===== src/logic/i2cms_pkg.sv =====
package i2cms_pkg;
  // baud generator reload width and reset value, transfer buffer reset value
  localparam int BRG_W = 8;
  localparam logic [7:0] BRG_RELOAD_RST = 8'h04;
  localparam logic [7:0] BUF_RST = 8'h00;
  // bit positions of the byte under arbitration, msb first
  localparam logic [2:0] BIT_MSB = 3'h7;
  // sequencer states
  typedef enum logic [3:0] {
    I2CMS_IDLE,
    I2CMS_HOLD,
    I2CMS_ACK_LOW,
    I2CMS_ACK_RISE,
    I2CMS_ACK_HIGH,
    I2CMS_STOP_SDA,
    I2CMS_STOP_LOW,
    I2CMS_STOP_RISE,
    I2CMS_STOP_SDAREL,
    I2CMS_STOP_WAITP,
    I2CMS_STOP_TAIL,
    I2CMS_LOST
  } i2cms_state_t;
endpackage


===== src/logic/i2cms_brg.sv =====
`timescale 1ns/100ps
// ----------------------------------------------------------------
// baud rate generator: reload and count down to zero
// ----------------------------------------------------------------
module i2cms_brg
  import i2cms_pkg::*;
(
  // clock and reset
  input wire logic sys_clk,
  input wire logic sys_rst,
  // control
  input wire logic run,
  input wire logic reload,
  input wire logic [BRG_W-1:0] reload_count,
  // status
  output logic tick
);
  logic [BRG_W-1:0] count;

  // a reload always wins so every period starts full length
  always_ff @(posedge sys_clk) begin
    if (sys_rst || !run || reload) begin
      count <= reload_count; // [RQ18]
    end else if (count == '0) begin
      count <= reload_count;
    end else begin
      count <= count - 1'b1; // [RQ18]
    end
  end

  assign tick = run && !reload && (count == '0);
endmodule


===== src/logic/i2cms_core.sv =====
`timescale 1ns/100ps
// What this block does
// [RQ1] wait while slave holds clock low
// [RQ2] no new message while bus busy
// [RQ3] released data seen low loses arbitration
// [RQ4] loser releases clock, waits for stop
// [RQ5] lower address wins via wired low
// [RQ6] arbitration checked through data bytes too
// [RQ7] ack enable drives clock low, data value
// [RQ8] software sets ack data before enabling
// [RQ9] ack: tick, release clock, tick, low
// [RQ10] ack end clears enable, stops generator
// [RQ11] buffer write during ack sets collision
// [RQ12] hold clock low after ninth falling edge
// [RQ13] stop: data low, then reload generator
// [RQ14] expiry releases clock, data one tick later
// [RQ15] stop detected when data rises clock high
// [RQ16] tick after stop: clear enable, set irq
// [RQ17] buffer write during stop sets collision
// [RQ18] reload count decremented to zero each clock
module i2cms_core
  import i2cms_pkg::*;
(
  // clock and reset
  input wire logic sys_clk,
  input wire logic sys_rst,
  // bus pins, open drain
  input wire logic scl_in,
  output logic scl_out,
  output logic scl_oe,
  input wire logic sda_in,
  output logic sda_out,
  output logic sda_oe,
  // software control
  input wire logic [BRG_W-1:0] brg_reload,
  input wire logic ack_set,
  input wire logic ack_data_value,
  input wire logic stop_set,
  input wire logic byte_done,
  input wire logic tx_drive_bit,
  input wire logic tx_bit_valid,
  input wire logic start_req,
  input wire logic buf_wr,
  input wire logic [7:0] buf_wr_data,
  input wire logic write_collision_flag_clr,
  input wire logic irq_clr,
  input wire logic stop_det_clr,
  input wire logic arb_lost_clr,
  // status
  output logic ack_sequence_enable,
  output logic stop_sequence_enable,
  output logic write_collision_flag,
  output logic serial_irq_flag,
  output logic stop_detected,
  output logic start_detected,
  output logic bus_busy,
  output logic arb_lost,
  output logic start_grant,
  output logic [7:0] transfer_buffer
);
  i2cms_state_t state;
  i2cms_state_t next_state;
  logic brg_run;
  logic brg_reload_now;
  logic tick;
  logic scl_d;
  logic sda_d;
  logic seq_busy;
  logic stop_evt;
  logic start_evt;
  logic arb_evt;
  logic scl_low_req;
  logic sda_low_req;

  // ----------------------------------------------------------------
  // baud generator
  // ----------------------------------------------------------------
  i2cms_brg u_brg (
    .sys_clk(sys_clk),
    .sys_rst(sys_rst),
    .run(brg_run),
    .reload(brg_reload_now),
    .reload_count(brg_reload),
    .tick(tick)
  );

  // generator runs only inside a sequence, off in idle
  assign brg_run = (state != I2CMS_IDLE) && (state != I2CMS_HOLD)
    && (state != I2CMS_LOST); // [RQ10]

  // ----------------------------------------------------------------
  // bus watching
  // ----------------------------------------------------------------
  // previous line levels for start and stop edges
  always_ff @(posedge sys_clk) begin
    if (sys_rst) begin
      scl_d <= 1'b1;
      sda_d <= 1'b1;
    end else begin
      scl_d <= scl_in;
      sda_d <= sda_in;
    end
  end

  assign stop_evt = scl_in && scl_d && sda_in && !sda_d; // [RQ15]
  assign start_evt = scl_in && scl_d && !sda_in && sda_d;

  // busy from start until stop, set wins
  always_ff @(posedge sys_clk) begin
    if (sys_rst) begin
      bus_busy <= 1'b0;
    end else if (start_evt) begin
      bus_busy <= 1'b1; // [RQ2]
    end else if (stop_evt) begin
      bus_busy <= 1'b0; // [RQ2]
    end
  end

  // new message allowed only on an idle bus and idle sequencer
  assign start_grant = start_req && !bus_busy && !start_evt
    && (state == I2CMS_IDLE) && !arb_lost; // [RQ2]

  // sticky start and stop flags, set wins over clear
  always_ff @(posedge sys_clk) begin
    if (sys_rst) begin
      stop_detected <= 1'b0;
      start_detected <= 1'b0;
    end else begin
      if (stop_evt) begin
        stop_detected <= 1'b1; // [RQ15]
      end else if (stop_det_clr) begin
        stop_detected <= 1'b0;
      end
      if (start_evt) begin
        start_detected <= 1'b1;
      end else if (stop_det_clr) begin
        start_detected <= 1'b0; // one clear pulse wipes both edge flags
      end
    end
  end

  // ----------------------------------------------------------------
  // arbitration
  // ----------------------------------------------------------------
  // checked on every clock-high bit, address or data alike, so a
  // lower address wins by its dominant low and equal ones go on
  assign arb_evt = tx_bit_valid && tx_drive_bit && scl_in
    && !sda_in; // [RQ3] [RQ5] [RQ6]

  always_ff @(posedge sys_clk) begin
    if (sys_rst) begin
      arb_lost <= 1'b0;
    end else if (arb_evt) begin
      arb_lost <= 1'b1; // [RQ3]
    end else if (arb_lost_clr) begin
      arb_lost <= 1'b0;
    end
  end

  // ----------------------------------------------------------------
  // sequencer
  // ----------------------------------------------------------------
  always_comb begin
    next_state = state;
    brg_reload_now = 1'b0;
    case (state)
      I2CMS_IDLE: begin
        if (byte_done) next_state = I2CMS_HOLD; // [RQ12]
      end
      I2CMS_HOLD: begin
        if (ack_set) begin
          next_state = I2CMS_ACK_LOW;
          brg_reload_now = 1'b1;
        end else if (stop_set) begin
          next_state = I2CMS_STOP_SDA;
        end
      end
      I2CMS_ACK_LOW: begin
        if (tick) next_state = I2CMS_ACK_RISE; // [RQ9]
      end
      I2CMS_ACK_RISE: begin
        brg_reload_now = 1'b1; // stretched clock keeps us here
        if (scl_in) begin
          next_state = I2CMS_ACK_HIGH; // [RQ1] [RQ9]
        end
      end
      I2CMS_ACK_HIGH: begin
        // park with clock low; letting both go would fake a stop
        if (tick) next_state = I2CMS_HOLD; // [RQ9] [RQ10]
      end
      I2CMS_STOP_SDA: begin
        brg_reload_now = 1'b1;
        if (!sda_in) begin
          next_state = I2CMS_STOP_LOW; // [RQ13]
        end
      end
      I2CMS_STOP_LOW: begin
        if (tick) next_state = I2CMS_STOP_RISE; // [RQ14]
      end
      I2CMS_STOP_RISE: begin
        brg_reload_now = !scl_in;
        if (scl_in && tick) begin
          next_state = I2CMS_STOP_WAITP; // [RQ1] [RQ14]
        end
      end
      I2CMS_STOP_WAITP: begin
        brg_reload_now = 1'b1;
        if (stop_evt) begin
          next_state = I2CMS_STOP_TAIL; // [RQ15]
        end
      end
      I2CMS_STOP_TAIL: begin
        if (tick) next_state = I2CMS_IDLE; // [RQ16]
      end
      I2CMS_LOST: begin
        if (stop_evt) next_state = I2CMS_IDLE; // [RQ4]
      end
      default: next_state = I2CMS_IDLE;
    endcase
    if (arb_evt) begin
      next_state = I2CMS_LOST; // [RQ4]
    end
  end

  always_ff @(posedge sys_clk) begin
    if (sys_rst) begin
      state <= I2CMS_IDLE;
    end else begin
      state <= next_state;
    end
  end

  // ----------------------------------------------------------------
  // enable bits, set by software, cleared by hardware at the end
  // ----------------------------------------------------------------
  always_ff @(posedge sys_clk) begin
    if (sys_rst) begin
      ack_sequence_enable <= 1'b0;
    end else if (state == I2CMS_HOLD && ack_set) begin
      ack_sequence_enable <= 1'b1; // [RQ7]
    end else if (state == I2CMS_ACK_HIGH && tick) begin
      ack_sequence_enable <= 1'b0; // [RQ10]
    end else if (arb_evt) begin
      ack_sequence_enable <= 1'b0;
    end
  end

  always_ff @(posedge sys_clk) begin
    if (sys_rst) begin
      stop_sequence_enable <= 1'b0;
    end else if (state == I2CMS_HOLD && stop_set && !ack_set) begin
      stop_sequence_enable <= 1'b1; // [RQ13]
    end else if (state == I2CMS_STOP_TAIL && tick) begin
      stop_sequence_enable <= 1'b0; // [RQ16]
    end else if (arb_evt) begin
      stop_sequence_enable <= 1'b0;
    end
  end

  // irq on stop completion, set wins over clear
  always_ff @(posedge sys_clk) begin
    if (sys_rst) begin
      serial_irq_flag <= 1'b0;
    end else if (state == I2CMS_STOP_TAIL && tick) begin
      serial_irq_flag <= 1'b1; // [RQ16]
    end else if (irq_clr) begin
      serial_irq_flag <= 1'b0;
    end
  end

  // ----------------------------------------------------------------
  // transfer buffer and write collision
  // ----------------------------------------------------------------
  assign seq_busy = ack_sequence_enable || stop_sequence_enable;

  always_ff @(posedge sys_clk) begin
    if (sys_rst) begin
      transfer_buffer <= BUF_RST;
    end else if (buf_wr && !seq_busy) begin
      transfer_buffer <= buf_wr_data; // [RQ11] [RQ17]
    end
  end

  always_ff @(posedge sys_clk) begin
    if (sys_rst) begin
      write_collision_flag <= 1'b0;
    end else if (buf_wr && seq_busy) begin
      write_collision_flag <= 1'b1; // [RQ11] [RQ17]
    end else if (write_collision_flag_clr) begin
      write_collision_flag <= 1'b0;
    end
  end

  // ----------------------------------------------------------------
  // pin drive; output value always low, enable pulls the line
  // ----------------------------------------------------------------
  // a released line is not driven; the loser drops both lines
  always_comb begin
    scl_low_req = 1'b0;
    sda_low_req = 1'b0;
    case (state)
      I2CMS_HOLD: scl_low_req = 1'b1; // [RQ12]
      I2CMS_ACK_LOW: begin
        scl_low_req = 1'b1; // [RQ7]
        sda_low_req = !ack_data_value; // [RQ7] [RQ8]
      end
      I2CMS_ACK_RISE, I2CMS_ACK_HIGH: sda_low_req = !ack_data_value;
      I2CMS_STOP_SDA, I2CMS_STOP_LOW: begin
        scl_low_req = 1'b1;
        sda_low_req = 1'b1; // [RQ13]
      end
      I2CMS_STOP_RISE: sda_low_req = 1'b1; // [RQ14]
      default: sda_low_req = 1'b0; // idle, lost and stop tail let go [RQ4]
    endcase
  end

  always_ff @(posedge sys_clk) begin
    if (sys_rst) begin
      scl_oe <= 1'b0;
      sda_oe <= 1'b0;
    end else begin
      scl_oe <= scl_low_req && !arb_evt;
      sda_oe <= sda_low_req && !arb_evt; // [RQ3]
    end
  end

  assign scl_out = 1'b0;
  assign sda_out = 1'b0;
endmodule


===== config.mk =====
export PLATFORM = sky130hd
export DESIGN_NAME = i2cms_core
export DESIGN_NICKNAME = d
export VERILOG_FILES = /design/src/logic/i2cms_pkg.sv /design/src/logic/i2cms_brg.sv /design/src/logic/i2cms_core.sv
export SDC_FILE = /design/constraint.sdc
export NUM_CORES = 1
export LEC_CHECK = 0
export BUFFER_PORTS_ARGS = -buffer_cell sky130_fd_sc_hd__buf_2
export CAP_MARGIN = 20
export CORE_MARGIN = 2
export CORE_UTILIZATION = 54
export CTS_CLUSTER_SIZE = 12
export DETAILED_ROUTE_END_ITERATION = 12
export PLACE_DENSITY = 0.81
export SYNTH_ARGS = -nofsm -noshare
export SYNTH_HDL_FRONTEND = slang
export SYNTH_SLANG_ARGS = --single-unit

===== constraint.sdc =====
create_clock -name sys_clk -period 2.8 [get_ports sys_clk]
set_input_delay 0.28 -clock sys_clk [delete_from_list [all_inputs] [get_ports sys_clk]]
set_output_delay 0.28 -clock sys_clk [all_outputs]
set_load 0.02 [all_outputs]

; ---- After elaboration in Yosys (flattened, before gate mapping)
; Cells that the tools add are included.
[totals]
output_inout_bits = 21
register_bits = 32
word_cells = 146
in_bits = 32
[op_classes]
n_addsub = 1
n_eq_ne = 34
reduce_logical = 59
mux = 36
[op_table]
columns = operator, count
row1 = 4-bit 2-to-1 mux, 13
row2 = 4-bit case mux with 11 select lines, 1
row3 = 3-bit != test (second input constant), 11
row4 = 1-bit logical AND, 26
row5 = 11-bit AND reduction, 2
row6 = 2-bit != test (second input constant), 10
row7 = 1-bit 2-to-1 mux, 18
row8 = 4-bit by 3-bit equality test with 1-bit output (second input constant), 4
row9 = 8-bit 2-to-1 mux, 2
row10 = 4-bit equality test (second input constant), 3
row11 = 1-bit zero test, 12
row12 = 2-bit nonzero test, 6
row13 = 3-bit OR reduction, 3
row14 = 4-bit by 2-bit equality test with 1-bit output (second input constant), 2
row15 = 8-bit zero test, 1
row16 = 4-bit != test (second input constant), 2
row17 = 8-bit by 1-bit subtractor with 8-bit output (second input constant), 1
row18 = 3-bit nonzero test, 2
row19 = 4-bit by 1-bit equality test with 1-bit output (second input constant), 1
row20 = 4-bit zero test, 1
row21 = 4-bit by 1-bit != test with 1-bit output (second input constant), 1
row22 = 4-bit nonzero test, 1
row23 = 4-bit OR reduction, 1
row24 = 1-bit logical OR, 3
row25 = other kinds (3), 3

; ---- Depth between registers and ports, before layout
; Gate-level depths: netlist of run 1.
[logic_depth]
depth_word = 10
depth_mapped = 8
mapped_depth_nobuf = 6

; ---- Hierarchy
; From an unflattened synthesis of run 1, not the netlist that was laid out.
[hier_totals]
cells_unflattened = 185
hier_area_um2 = 1629.1
[modules_own_cells]
columns = mod, area_each_um2, cells_per_inst, n_inst, seq_area_each_um2
row1 = i2cms_core, 1196.1, 138, 1, 480.5
row2 = i2cms_brg, 432.9, 47, 1, 160.2

; ---- Least setup slack after synthesis of run 1
; No wires, ideal clock.
[synth_timing]
kind = register to register
from = register u_brg.count[3]
to = register state[3]
path_stages_with_launch = 6
path_buffers = 0
t_arrival_ns = 1.718
setup_slack_ns = 0.962
period_less_slack_ns = 1.838
t_required_ns = 2.680
setup_ns = 0.120
cell_sequence = dfxtp_1 > or4_4 > nor4b_4 > a221o_2 > a21oi_2 > o31a_1
[synth_between]
elab_chain_cells = 5
elab_cells_between_ends = 9
cone_classes = 5 x eq/ne / 4 x reduce/logical
[synth_rtl]
columns = item, line
row1 = from (decl), i2cms_brg.sv:18  ; logic [BRG_W-1:0] count;
row2 = from (signal assigned), i2cms_brg.sv:23  ; count <= reload_count;
row3 = from (signal assigned), i2cms_brg.sv:25  ; count <= reload_count;
row4 = from (signal assigned), i2cms_brg.sv:27  ; count <= count - 1'b1;
row5 = 8-bit zero test (*), i2cms_brg.sv:31  ; assign tick = run && !reload && (count == '0);
row6 = 1-bit logical AND (*), i2cms_brg.sv:31
row7 = 1-bit logical AND, i2cms_core.sv:202  ; if (scl_in && tick) begin
row8 = 3-bit != test (no source line), -
row9 = 11-bit AND reduction (no source line) (*), -
row10 = to (signal assigned), i2cms_core.sv:229  ; state <= next_state;
row11 = to (decl), i2cms_core.sv:61  ; i2cms_state_t state;
; Mark *: on every way between the ends. The rest lies on a longest branch, timed or not.
; A chain may end at the register's enable or synchronous reset.

; ---- Worst setup path after layout of run 1
[layout_timing]
from = register u_brg.count[3]
to = register u_brg.count[5]
[layout_between]
elab_chain_cells = 3
elab_cells_between_ends = 4
cone_classes = 1 x add/sub / 2 x mux / 1 x reduce/logical
[layout_rtl]
columns = item, line
row1 = 8-bit by 1-bit subtractor with 8-bit output / 8-bit zero test (equally long branches), "i2cms_brg.sv:27, i2cms_brg.sv:24"
row2 = 8-bit 2-to-1 mux (*), i2cms_brg.sv:24  ; end else if (count == '0) begin
row3 = 8-bit 2-to-1 mux (*), i2cms_brg.sv:22  ; if (sys_rst || !run || reload) begin
; Marks and branches as above.

==> impl_metrics.prom, run 1 <==
# TYPE chip_impl_metric gauge
chip_impl_metric{name="power.share.sequential",unit=""} 0.394
chip_impl_metric{name="timing_max_transition_violations_final",unit=""} 0
chip_impl_info{name="cts_root_buf",value="sky130_fd_sc_hd__clkbuf_4"} 1
chip_impl_metric{name="die-area",unit="sq um"} 3510
chip_impl_metric{name="max_stage_delay",unit="ns"} 0.69
chip_impl_metric{name="met1_usage",unit=""} 0.273
chip_impl_metric{name="detailedRoute.firstPassIterationCount",unit=""} 4
chip_impl_info{name="yosys.cell_count.top_type",value="sky130_fd_sc_hd__dfxtp_1"} 1
chip_impl_metric{name="first_global_vias",unit=""} 1342
chip_impl_info{name="min_path_type",value="input pin to register"} 1
chip_impl_metric{name="switching_share",unit=""} 0.360
chip_impl_info{name="timing.setup.critical_path_class",value="register to register"} 1
chip_impl_metric{name="ir_worst_vdd",unit="mV"} 0.411
chip_impl_metric{name="insertedDiodeCount",unit=""} 0
chip_impl_metric{name="finalWirelength",unit="mm"} 3.30
chip_impl_metric{name="layout_cell_share_with_drive_strength_beyond_1",unit=""} 0.381
chip_impl_metric{name="ys.warnings.count",unit=""} 0
chip_impl_metric{name="clk_pin_slew_worst_paths",unit="ns"} 0.10
chip_impl_info{name="worst_hold_endpoint",value="u_brg.count[3]"} 1
chip_impl_metric{name="finalWeightedCongestion",unit=""} 0.839
chip_impl_metric{name="r2r.worst_path.cells",unit=""} 5
chip_impl_metric{name="fmax",unit="MHz"} 458
chip_impl_metric{name="setup_total_negative_slack",unit="ns"} 0
chip_impl_metric{name="grt.met3_usage",unit=""} 0.0480
chip_impl_metric{name="die_height",unit="um"} 59.2
chip_impl_metric{name="core.rowCount",unit=""} 20
chip_impl_metric{name="tightest_slew",unit="ns"} 0.784
chip_impl_info{name="tritoncts_clock_tree",value="yes"} 1
chip_impl_metric{name="timing.hold.worst_path_depth",unit=""} 3
chip_impl_metric{name="antenna_found_initial",unit=""} 0
chip_impl_info{name="rsz0062_at_grt",value="no"} 1
chip_impl_metric{name="ys_seq_elements",unit=""} 32
chip_impl_info{name="yosysTopAreaCell",value="sky130_fd_sc_hd__dfxtp_1"} 1
chip_impl_metric{name="power_report.internal_total",unit="mW"} 1.03
chip_impl_info{name="timing.critical_path.slowest_stage_cell",value="sky130_fd_sc_hd__or3b_1"} 1
chip_impl_metric{name="timing.critical_path.fanout_max",unit=""} 16
chip_impl_info{name="crit_path_cell_trace",value="or4_4, nor4b_4, or3b_1, nand2_2, o21ai_2"} 1
chip_impl_metric{name="globalRouteOverflowTotal",unit=""} 0
chip_impl_metric{name="power_switching",unit="uW"} 578
chip_impl_metric{name="hpwlAfterDp",unit="mm"} 2.45
chip_impl_metric{name="standby_leakage_power",unit="nW"} 0.899
chip_impl_metric{name="drt-wirelength-per-cell",unit="um"} 12.5
chip_impl_info{name="outcome",value="finished, final reports clean"} 1
chip_impl_metric{name="clock_insertion_delay_worst_skew",unit="ns"} 0.33
chip_impl_metric{name="worst-endpoint-arrival",unit="ns"} 2.46
chip_impl_info{name="timing.critical_path.from_type",value="register"} 1
chip_impl_metric{name="floorplan.core_area",unit="sq um"} 2980
chip_impl_metric{name="clockPowerShare",unit=""} 0.245
chip_impl_info{name="critical_path.endpoint_type",value="register"} 1
chip_impl_info{name="layer_carrying_the_most_global_route_usage",value="met2"} 1
chip_impl_metric{name="drc",unit=""} 0
chip_impl_metric{name="power.density_cell_area",unit="nW/um^2"} 808
chip_impl_metric{name="gr-usage-all-layers",unit=""} 0.212
chip_impl_metric{name="ioPinCount",unit=""} 53
chip_impl_metric{name="post-synth-top-area-fraction",unit=""} 0.389
chip_impl_metric{name="post_cts_buffers",unit=""} 0
chip_impl_metric{name="post_cts_resized",unit=""} 0
chip_impl_metric{name="drtIter0Drc",unit=""} 49
chip_impl_metric{name="routed_vias",unit=""} 1467
chip_impl_metric{name="clock-skew-final",unit="ns"} 0.00684
chip_impl_metric{name="cts_made_buffers",unit=""} 5
chip_impl_info{name="synth_top_cells_by_area",value="sky130_fd_sc_hd__dfxtp_1 (39%), sky130_fd_sc_hd__mux2i_1 (5.5%), sky130_fd_sc_hd__nor2_1 (4.3%)"} 1
chip_impl_metric{name="floorplan.initialDensity",unit=""} 0.553
chip_impl_metric{name="grtUsageMet2",unit=""} 0.331
chip_impl_metric{name="combinationalPowerShare",unit=""} 0.362
chip_impl_metric{name="period_needed",unit="ns"} 2.18
chip_impl_metric{name="report.final.setup_viol",unit=""} 0
chip_impl_metric{name="die_w",unit="um"} 59.2
chip_impl_metric{name="syn_inst",unit=""} 181
chip_impl_info{name="r2r_start",value="u_brg.count[3]"} 1
chip_impl_metric{name="syn_area",unit="sq um"} 1650
chip_impl_info{name="hold_path.startpoint",value="brg_reload[3]"} 1
chip_impl_metric{name="number_of_synthesized_flops_with_an_enable_pin",unit=""} 0
chip_impl_metric{name="viasPerCell",unit=""} 5.56
chip_impl_metric{name="buffers_on_ports",unit=""} 50
chip_impl_metric{name="grt_max_degree",unit=""} 23
chip_impl_metric{name="hold_violations",unit=""} 0
chip_impl_info{name="timing.rr.end",value="u_brg.count[5]"} 1
chip_impl_metric{name="finish.net_count",unit=""} 264
chip_impl_metric{name="final_core_utilization",unit=""} 0.667
chip_impl_metric{name="async_flop_share",unit=""} 0
chip_impl_metric{name="worst_ep_required_time",unit="ns"} 3.07
chip_impl_metric{name="r2r_slack",unit="ns"} 0.62
chip_impl_metric{name="relSlewSlack",unit=""} 0.477
chip_impl_info{name="synth_top_flop_cell",value="sky130_fd_sc_hd__dfxtp_1"} 1
chip_impl_metric{name="fillCellCount",unit=""} 254
chip_impl_metric{name="synth.lib_cells_used.distinct",unit=""} 51
chip_impl_metric{name="cts.sinks",unit=""} 32
chip_impl_metric{name="synth_seq_area_share",unit=""} 0.389
chip_impl_metric{name="grt_pass1_wl",unit="mm"} 5.60
chip_impl_metric{name="cts_buffer_depth",unit=""} 2
chip_impl_metric{name="ant_nets",unit=""} 0
chip_impl_metric{name="cts-htree-levels",unit=""} 2
chip_impl_metric{name="syn2layout_area_growth",unit="%"} 20.7
chip_impl_metric{name="final.period_utilization",unit=""} 0.780
chip_impl_metric{name="postCtsHoldBufs",unit=""} 0
chip_impl_metric{name="drv_cap",unit=""} 0
chip_impl_info{name="post_synth_most_frequent_cells",value="sky130_fd_sc_hd__dfxtp_1 (32), sky130_fd_sc_hd__nor2_1 (19), sky130_fd_sc_hd__nand2b_1 (11)"} 1
chip_impl_metric{name="syn_area_per_cell",unit="sq um"} 9.10
-- sequential cells by signal, summed over array words and instances, names as in the netlist --
signal	flops
ack_sequence_enable	1
arb_lost	1
bus_busy	1
scl_d	1
scl_oe	1
sda_d	1
sda_oe	1
serial_irq_flag	1
start_detected	1
state	4
stop_detected	1
stop_sequence_enable	1
transfer_buffer	8
u_brg.count	8
write_collision_flag	1
-- worst max-delay path by stage --
stage	start	end	slack, ns	cells after the start
floorplan	u_brg.count[3]	state[3]	0.96	5
global placement	u_brg.count[3]	u_brg.count[5]	0.68	4
detailed placement	u_brg.count[3]	u_brg.count[7]	0.62	4
CTS	u_brg.count[3]	u_brg.count[0]	0.60	5
global route	u_brg.count[3]	u_brg.count[2]	0.45	5
finish	u_brg.count[3]	u_brg.count[5]	0.62	5
-- worst max-delay path, delay by kind of cell (launching register included) --
kind | cells | cell delay [ns]
AOI/OAI and AO/OA | 1 | 0.07
DFF | 1 | 0.35
and+or+nand+nor | 4 | 1.70
-- kinds of logic after synthesis --
family	after synthesis	synth area share
other	1	0.00228
adders and majority gates	2	0.0152
buffers and inverters	18	0.0555
and+or+nand+nor	77	0.277
DFF	32	0.389
muxes	9	0.0547
AOI/OAI and AO/OA	36	0.175
xor gates and xnor gates	6	0.0319
-- metal layers --
metal,routed length [um],part of all wire
met5,0,0
met4,58,0.018
met3,275,0.083
met2,1480,0.45
met1,1490,0.45
-- placed cells by master (no fill, tap or decap), types with 3 or more instances in the layout --
| cell | n |
|---|---|
| sky130_fd_sc_hd__buf_2 | 50 |
| sky130_fd_sc_hd__dfxtp_1 | 32 |
| sky130_fd_sc_hd__nor2_1 | 19 |
| sky130_fd_sc_hd__nand2b_1 | 11 |
| sky130_fd_sc_hd__nand2_1 | 9 |
| sky130_fd_sc_hd__a21oi_1 | 9 |
| sky130_fd_sc_hd__mux2i_1 | 9 |
| sky130_fd_sc_hd__nand2_2 | 8 |
| sky130_fd_sc_hd__o21ai_2 | 8 |
| sky130_fd_sc_hd__inv_1 | 6 |
| sky130_fd_sc_hd__clkbuf_4 | 5 |
| sky130_fd_sc_hd__nor3_1 | 4 |
| sky130_fd_sc_hd__xnor2_1 | 4 |
| sky130_fd_sc_hd__nand3_1 | 4 |
| sky130_fd_sc_hd__nand4b_1 | 3 |
| sky130_fd_sc_hd__and4_1 | 3 |
| sky130_fd_sc_hd__o21ai_0 | 3 |
-- power groups by stage --
stage	clock network, mW	registers [mW]	logic (mW)
after floorplan	0	0.635	0.470
after global placement	0	0.641	0.573
after detailed placement	0	0.640	0.579
after CTS	0.403	0.630	0.583
after global routing	0.421	0.650	0.644
final	0.393	0.632	0.581
-- through the flow --
| stage | total power, mW | std cells | setup WS, ns | cell area, sq um | hold WS [ns] |
|---|---|---|---|---|---|
| after floorplan | 1.10 | 182 | 0.962 | 1650 | 0.378 |
| after global placement | 1.21 | 256 | 0.680 | 1890 | 0.451 |
| after detailed placement | 1.22 | 256 | 0.621 | 1890 | 0.461 |
| after CTS | 1.62 | 264 | 0.604 | 1990 | 0.119 |
| after global routing | 1.72 | 264 | 0.449 | 1990 | 0.118 |
| final | 1.61 | 264 | 0.615 | 1990 | 0.128 |
-- cell type report --
type / instances / area [sq um] / share of cell area
multi-input combinational: 132 / 918 / 0.462
sequential: 32 / 641 / 0.322
timing repair buffer: 52 / 265 / 0.134
clock buffer: 7 / 65.1 / 0.0327
tap: 33 / 41.3 / 0.0208
clock inverter: 1 / 30.0 / 0.0151
inverter: 7 / 26.3 / 0.0132
(Power assumes the default switching activity.)
==> run 2: changes to the inputs <==
--- a/config.mk
+++ b/config.mk
@@ -8,10 +8,10 @@
 export BUFFER_PORTS_ARGS = -buffer_cell sky130_fd_sc_hd__buf_2
 export CAP_MARGIN = 20
 export CORE_MARGIN = 2
-export CORE_UTILIZATION = 54
+export CORE_UTILIZATION = 45
 export CTS_CLUSTER_SIZE = 12
 export DETAILED_ROUTE_END_ITERATION = 12
-export PLACE_DENSITY = 0.81
+export PLACE_DENSITY = 0.72
 export SYNTH_ARGS = -nofsm -noshare
 export SYNTH_HDL_FRONTEND = slang
 export SYNTH_SLANG_ARGS = --single-unit
==> constraint.sdc (replaced) <==
create_clock -name sys_clk -period 2 [get_ports sys_clk]
set_input_delay 0.2 -clock sys_clk [delete_from_list [all_inputs] [get_ports sys_clk]]
set_output_delay 0.2 -clock sys_clk [all_outputs]
set_load 0.02 [all_outputs]
==> impl_metrics.prom, run 2 (synthesis gave the netlist of run 1 again) <==
# TYPE chip_impl_metric gauge
chip_impl_metric{name="report.final.setup_viol",unit=""} 0
chip_impl_metric{name="drc",unit=""} 0
chip_impl_info{name="most_common_cell_after_layout_fill_and_taps_aside",value="sky130_fd_sc_hd__buf_2"} 1
chip_impl_metric{name="antenna_found_initial",unit=""} 0
chip_impl_metric{name="final.period_utilization",unit=""} 0.945
chip_impl_metric{name="grt_pass1_wl",unit="mm"} 6.41
chip_impl_info{name="min_path_type",value="input pin to register"} 1
chip_impl_metric{name="first_global_vias",unit=""} 1497
chip_impl_metric{name="detailedRoute.firstPassIterationCount",unit=""} 4
chip_impl_metric{name="setup_total_negative_slack",unit="ns"} 0
chip_impl_metric{name="floorplan.initialDensity",unit=""} 0.482
chip_impl_info{name="cts_root_buf",value="sky130_fd_sc_hd__clkbuf_4"} 1
chip_impl_metric{name="buffers_on_ports",unit=""} 50
chip_impl_metric{name="power_report.internal_total",unit="mW"} 1.32
chip_impl_metric{name="stdcell_count",unit=""} 284
chip_impl_metric{name="insertedDiodeCount",unit=""} 0
chip_impl_info{name="rsz0062_at_grt",value="no"} 1
chip_impl_metric{name="postCtsHoldBufs",unit=""} 0
chip_impl_metric{name="clock_insertion_delay_worst_skew",unit="ns"} 0.34
chip_impl_metric{name="post_cts_resized",unit=""} 0
chip_impl_metric{name="drv_cap",unit=""} 0
chip_impl_info{name="largest_registers_ranked_by_flip_flop_count",value="transfer_buffer (8), u_brg.count (8), state (4)"} 1
chip_impl_metric{name="routed_vias",unit=""} 1503
chip_impl_metric{name="core.rowCount",unit=""} 21
chip_impl_metric{name="power_switching",unit="uW"} 868
chip_impl_metric{name="clk_pin_slew_worst_paths",unit="ns"} 0.11
chip_impl_info{name="mostFrequentLayoutCells",value="sky130_fd_sc_hd__buf_2 (50), sky130_fd_sc_hd__dfxtp_1 (29), sky130_fd_sc_hd__nor2_1 (19), sky130_fd_sc_hd__nand2b_1 (11)"} 1
chip_impl_metric{name="standby_leakage_power",unit="nW"} 0.918
chip_impl_metric{name="power.share.sequential",unit=""} 0.406
chip_impl_metric{name="die-area",unit="sq um"} 4160
chip_impl_metric{name="cts_made_buffers",unit=""} 5
chip_impl_metric{name="switching_share",unit=""} 0.396
chip_impl_metric{name="worst-endpoint-arrival",unit="ns"} 2.13
chip_impl_metric{name="timing.critical_path.fanout_max",unit=""} 5
chip_impl_info{name="timing.critical_path.from_type",value="register"} 1
chip_impl_metric{name="final_core_utilization",unit=""} 0.599
chip_impl_metric{name="floorplan.core_area",unit="sq um"} 3420
chip_impl_metric{name="finalWeightedCongestion",unit=""} 0.841
chip_impl_metric{name="clockPowerShare",unit=""} 0.177
chip_impl_info{name="outcome",value="finished, final reports clean"} 1
chip_impl_metric{name="finalWirelength",unit="mm"} 3.46
chip_impl_metric{name="hpwlAfterDp",unit="mm"} 2.58
chip_impl_metric{name="placedCellCount",unit=""} 276
chip_impl_metric{name="cts-htree-levels",unit=""} 2
chip_impl_metric{name="post_cts_buffers",unit=""} 0
chip_impl_metric{name="die_w",unit="um"} 64.5
chip_impl_metric{name="clock-skew-final",unit="ns"} 0.0133
chip_impl_metric{name="combinationalPowerShare",unit=""} 0.417
chip_impl_metric{name="ioPinCount",unit=""} 53
chip_impl_metric{name="gr-usage-all-layers",unit=""} 0.196
chip_impl_metric{name="timing_max_transition_violations_final",unit=""} 0
chip_impl_metric{name="power.total",unit="mW"} 2.19
chip_impl_metric{name="hold_violations",unit=""} 0
chip_impl_metric{name="die_height",unit="um"} 64.5
chip_impl_metric{name="period_needed",unit="ns"} 1.89
chip_impl_info{name="timing.setup.critical_path_class",value="register to register"} 1
chip_impl_metric{name="cts_buffer_depth",unit=""} 2
chip_impl_metric{name="power.density_cell_area",unit="nW/um^2"} 1070
chip_impl_metric{name="drtIter0Drc",unit=""} 45
chip_impl_metric{name="fmax",unit="MHz"} 529
chip_impl_metric{name="finish.net_count",unit=""} 271
chip_impl_metric{name="syn2layout_area_growth",unit="%"} 24.2
chip_impl_metric{name="globalRouteOverflowTotal",unit=""} 0
chip_impl_metric{name="drt-wirelength-per-cell",unit="um"} 12.2
chip_impl_info{name="critical_path.endpoint_type",value="register"} 1
chip_impl_metric{name="viasPerCell",unit=""} 5.29
chip_impl_metric{name="ant_nets",unit=""} 0
chip_impl_metric{name="ir_worst_vdd",unit="mV"} 0.550
chip_impl_metric{name="worst_ep_required_time",unit="ns"} 2.24
chip_impl_info{name="tritoncts_clock_tree",value="yes"} 1
chip_impl_metric{name="cts.sinks",unit=""} 32
chip_impl_metric{name="grt_max_degree",unit=""} 23
chip_impl_metric{name="layout_cell_share_with_drive_strength_beyond_1",unit=""} 0.412
[run 2: cell types whose count changed in the layout (fill, tap and decap cells not counted)]
cell / delta
sky130_fd_sc_hd__a211oi_2: -1
sky130_fd_sc_hd__a211oi_4: +1
sky130_fd_sc_hd__buf_12: +1
sky130_fd_sc_hd__buf_4: +6
sky130_fd_sc_hd__bufinv_16: -1
sky130_fd_sc_hd__clkbuf_8: -2
sky130_fd_sc_hd__clkinv_4: +1
sky130_fd_sc_hd__clkinvlp_4: +2
sky130_fd_sc_hd__dfxtp_1: -3
sky130_fd_sc_hd__dfxtp_2: +3
[run 2: cell type report]
class                           count  area [sq um]
Fill cell                         345          1370
Multi-Input combinational cell    132           926
Sequential cell                    32           644
Timing Repair Buffer               59           330
Tap cell                           46          57.6
Clock buffer                        5          37.5
Inverter                            7          26.3
Clock inverter                      3          23.8
[run 2: worst paths after layout]
path / slack [ns] / cells past startpoint / endpoint / start
setup / recovery: 0.11 / 5 / state[3] / u_brg.count[3]
hold / removal: 0.04 / 3 / u_brg.count[2] / brg_reload[2]
setup reg to reg: 0.11 / 5 / state[3] / u_brg.count[3]
hold reg to reg: 0.48 / 2 / start_detected / start_detected
[run 2: critical path, stage by stage, from the launching register on]
cell	delay, ns
sky130_fd_sc_hd__dfxtp_1	0.36
sky130_fd_sc_hd__or4_4	0.56
sky130_fd_sc_hd__nor4b_4	0.27
sky130_fd_sc_hd__a221o_2	0.26
sky130_fd_sc_hd__a21oi_2	0.06
sky130_fd_sc_hd__o31a_1	0.28
[run 2: layer usage]
layer  vias up  wire length (um)  GRT usage  part of all wire
met1       679              1620      0.248              0.47
met2        61              1530      0.306              0.44
met3         5               265     0.0712             0.077
met5         -                 0          0                 0
met4         0                48     0.0771             0.014
li1        758                 -          -                 -
[run 2: power by group through the flow]
stage | sequential (mW) | clock [mW] | combinational [mW]
floorplan | 0.889 | 0 | 0.657
global placement | 0.896 | 0 | 0.886
detailed placement | 0.895 | 0 | 0.898
CTS | 0.881 | 0.407 | 0.904
global route | 0.913 | 0.431 | 1.03
finish | 0.889 | 0.389 | 0.914
[run 2: stage by stage]
| step | worst slack (ns) | hold slack (ns) | instance area, sq um |
|---|---|---|---|
| after floorplan | 0.162 | 0.298 | 1650 |
| after global placement | 0.134 | 0.393 | 1970 |
| after detailed placement | 0.114 | 0.397 | 1970 |
| after CTS | 0.0962 | 0.0251 | 2030 |
| after global routing | 0.00983 | 0.0238 | 2050 |
| final | 0.110 | 0.0368 | 2050 |
==> run 3: changes to the inputs <==
--- a/config.mk
+++ b/config.mk
@@ -11,6 +11,7 @@
 export CORE_UTILIZATION = 45
 export CTS_CLUSTER_SIZE = 12
 export DETAILED_ROUTE_END_ITERATION = 12
+export HOLD_SLACK_MARGIN = 0.12
 export PLACE_DENSITY = 0.72
 export SYNTH_ARGS = -nofsm -noshare
 export SYNTH_HDL_FRONTEND = slang
==> impl_metrics.prom, run 3 (synthesis gave the netlist of run 1 again) <==
# TYPE chip_impl_metric gauge
chip_impl_metric{name="report.final.setup_viol",unit=""} 0
chip_impl_metric{name="ioPinCount",unit=""} 53
chip_impl_metric{name="standby_leakage_power",unit="nW"} 1.02
chip_impl_metric{name="insertedDiodeCount",unit=""} 0
chip_impl_metric{name="cts_buffer_depth",unit=""} 2
chip_impl_metric{name="final.period_utilization",unit=""} 0.951
chip_impl_metric{name="cts_made_buffers",unit=""} 5
chip_impl_info{name="min_path_type",value="input pin to register"} 1
chip_impl_metric{name="ant_nets",unit=""} 0
chip_impl_metric{name="die_w",unit="um"} 64.5
chip_impl_metric{name="finalWeightedCongestion",unit=""} 0.841
chip_impl_metric{name="r2r_slack",unit="ns"} 0.1
chip_impl_metric{name="syn2layout_area_growth",unit="%"} 38.8
chip_impl_metric{name="fin_worst_hold_slack",unit="ns"} 0.154
chip_impl_info{name="outcome",value="finished, final reports clean"} 1
chip_impl_metric{name="finalWirelength",unit="mm"} 3.78
chip_impl_metric{name="worst-endpoint-arrival",unit="ns"} 2.14
chip_impl_metric{name="grt_pass1_wl",unit="mm"} 6.97
chip_impl_metric{name="floorplan.core_area",unit="sq um"} 3420
chip_impl_metric{name="cts.sinks",unit=""} 32
chip_impl_info{name="most_common_cell_after_layout_fill_and_taps_aside",value="sky130_fd_sc_hd__buf_2"} 1
chip_impl_metric{name="grt_max_degree",unit=""} 23
chip_impl_metric{name="timing_max_transition_violations_final",unit=""} 0
chip_impl_info{name="mostFrequentLayoutCells",value="sky130_fd_sc_hd__buf_2 (50), sky130_fd_sc_hd__dfxtp_1 (29), sky130_fd_sc_hd__dlygate4sd3_1 (24), sky130_fd_sc_hd__nor2_1 (19), sky130_fd_sc_hd__nand2b_1 (11)"} 1
chip_impl_metric{name="viasPerCell",unit=""} 5.11
chip_impl_metric{name="die-area",unit="sq um"} 4160
chip_impl_metric{name="die_height",unit="um"} 64.5
chip_impl_metric{name="core.rowCount",unit=""} 21
chip_impl_metric{name="power.total",unit="mW"} 2.24
chip_impl_metric{name="drc",unit=""} 0
chip_impl_info{name="timing.critical_path.slowest_stage_cell",value="sky130_fd_sc_hd__or4_4"} 1
chip_impl_metric{name="timing.critical_path.fanout_max",unit=""} 5
chip_impl_metric{name="ir_worst_vdd",unit="mV"} 0.568
chip_impl_info{name="timing.setup.critical_path_class",value="register to register"} 1
chip_impl_metric{name="clk_pin_slew_worst_paths",unit="ns"} 0.12
chip_impl_metric{name="routed_vias",unit=""} 1575
chip_impl_metric{name="hpwlAfterDp",unit="mm"} 2.58
chip_impl_metric{name="first_global_vias",unit=""} 1607
chip_impl_info{name="timing.critical_path.from_type",value="register"} 1
chip_impl_metric{name="worst_path_bufs_invs",unit=""} 0
chip_impl_info{name="largest_registers_ranked_by_flip_flop_count",value="transfer_buffer (8), u_brg.count (8), state (4)"} 1
chip_impl_metric{name="drtIter0Drc",unit=""} 60
chip_impl_metric{name="worst_ep_required_time",unit="ns"} 2.24
chip_impl_metric{name="power.density_cell_area",unit="nW/um^2"} 979
chip_impl_metric{name="post_cts_buffers",unit=""} 0
chip_impl_info{name="rsz0062_at_grt",value="no"} 1
chip_impl_metric{name="finish.net_count",unit=""} 295
chip_impl_metric{name="final_core_utilization",unit=""} 0.669
chip_impl_info{name="tritoncts_clock_tree",value="yes"} 1
chip_impl_info{name="crit_path_cell_trace",value="or4_4, nor4b_4, a221o_2, a21oi_2, o31a_1"} 1
chip_impl_info{name="critical_path.endpoint_type",value="register"} 1
chip_impl_metric{name="clock-skew-final",unit="ns"} 0.0160
chip_impl_info{name="path_delay_family",value="simple AND/OR/NAND/NOR gates"} 1
chip_impl_metric{name="buffers_on_ports",unit=""} 50
chip_impl_metric{name="cts-htree-levels",unit=""} 2
chip_impl_metric{name="clock_insertion_delay_worst_skew",unit="ns"} 0.35
chip_impl_metric{name="hold_violations",unit=""} 0
chip_impl_metric{name="globalRouteOverflowTotal",unit=""} 0
chip_impl_metric{name="antenna_found_initial",unit=""} 0
chip_impl_metric{name="drt-wirelength-per-cell",unit="um"} 12.3
chip_impl_metric{name="max_stage_delay",unit="ns"} 0.56
chip_impl_metric{name="layout_cell_share_with_drive_strength_beyond_1",unit=""} 0.374
chip_impl_metric{name="setup_total_negative_slack",unit="ns"} 0
chip_impl_metric{name="floorplan.initialDensity",unit=""} 0.482
chip_impl_metric{name="period_needed",unit="ns"} 1.90
chip_impl_info{name="cts_root_buf",value="sky130_fd_sc_hd__clkbuf_4"} 1
chip_impl_metric{name="detailedRoute.firstPassIterationCount",unit=""} 4
chip_impl_metric{name="drv_cap",unit=""} 0
chip_impl_metric{name="gr-usage-all-layers",unit=""} 0.213
chip_impl_metric{name="fmax",unit="MHz"} 526
## run 3: cell count changes in the layout (fill, tap and decap cells not counted)
cell	delta
sky130_fd_sc_hd__dlygate4sd3_1	+24
## run 3: routing by layer
| metal | global-route usage | wire length, um | part of all wire | up-vias |
|---|---|---|---|---|
| li1 | - | - | - | 802 |
| met1 | 0.260 | 1730 | 0.46 | 720 |
| met2 | 0.354 | 1780 | 0.47 | 48 |
| met3 | 0.0660 | 212 | 0.056 | 5 |
| met4 | 0.0771 | 48 | 0.013 | 0 |
| met5 | 0 | 0 | 0 | - |
## run 3: final timing paths
| kind | startpoint | endpoint | depth (start not counted) |
|---|---|---|---|
| worst max-delay path | u_brg.count[3] | state[3] | 5 |
| worst min-delay path | ack_set | ack_sequence_enable | 3 |
| worst max register to register | u_brg.count[3] | state[3] | 5 |
| worst min register to register | bus_busy | bus_busy | 2 |
## run 3: final cells by class
type | count | area (sq um)
fill | 304 | 1130
multi-input combinational | 132 | 926
sequential | 32 | 644
timing repair buffer | 83 | 571
tap | 46 | 57.6
clock buffer | 5 | 37.5
inverter | 7 | 26.3
clock inverter | 3 | 23.8
## run 3: metrics by stage
| stage | setup slack (ns) | area (sq um) | instances |
|---|---|---|---|
| 2_1_floorplan | 0.162 | 1650 | 182 |
| 3_3_place_gp | 0.134 | 1970 | 276 |
| 3_5_place_dp | 0.114 | 1970 | 276 |
| 4_1_cts | 0.0962 | 2270 | 308 |
| 5_1_grt | 0.0159 | 2290 | 308 |
| 6_report | 0.0986 | 2290 | 308 |
## run 3: timing repair
action	4_1_cts	5_1_grt
endpoints found under the hold margin	24	0
setup endpoints to repair	0	10
resized for setup	0	4
hold buffers	24	0
## run 3: where the power goes
part	switching, mW	leakage, nW	internal [mW]
registers	0.139	0.265	0.752
logic	0.490	0.728	0.465
clock network	0.254	0.0274	0.138
total	0.883	1.02	1.35
## run 3: worst reg2reg max path, stage by stage, from the launching register on
cell and delay, ns:
sky130_fd_sc_hd__dfxtp_1 0.36, sky130_fd_sc_hd__or4_4 0.56, sky130_fd_sc_hd__nor4b_4 0.28, sky130_fd_sc_hd__a221o_2 0.26
sky130_fd_sc_hd__a21oi_2 0.06, sky130_fd_sc_hd__o31a_1 0.28
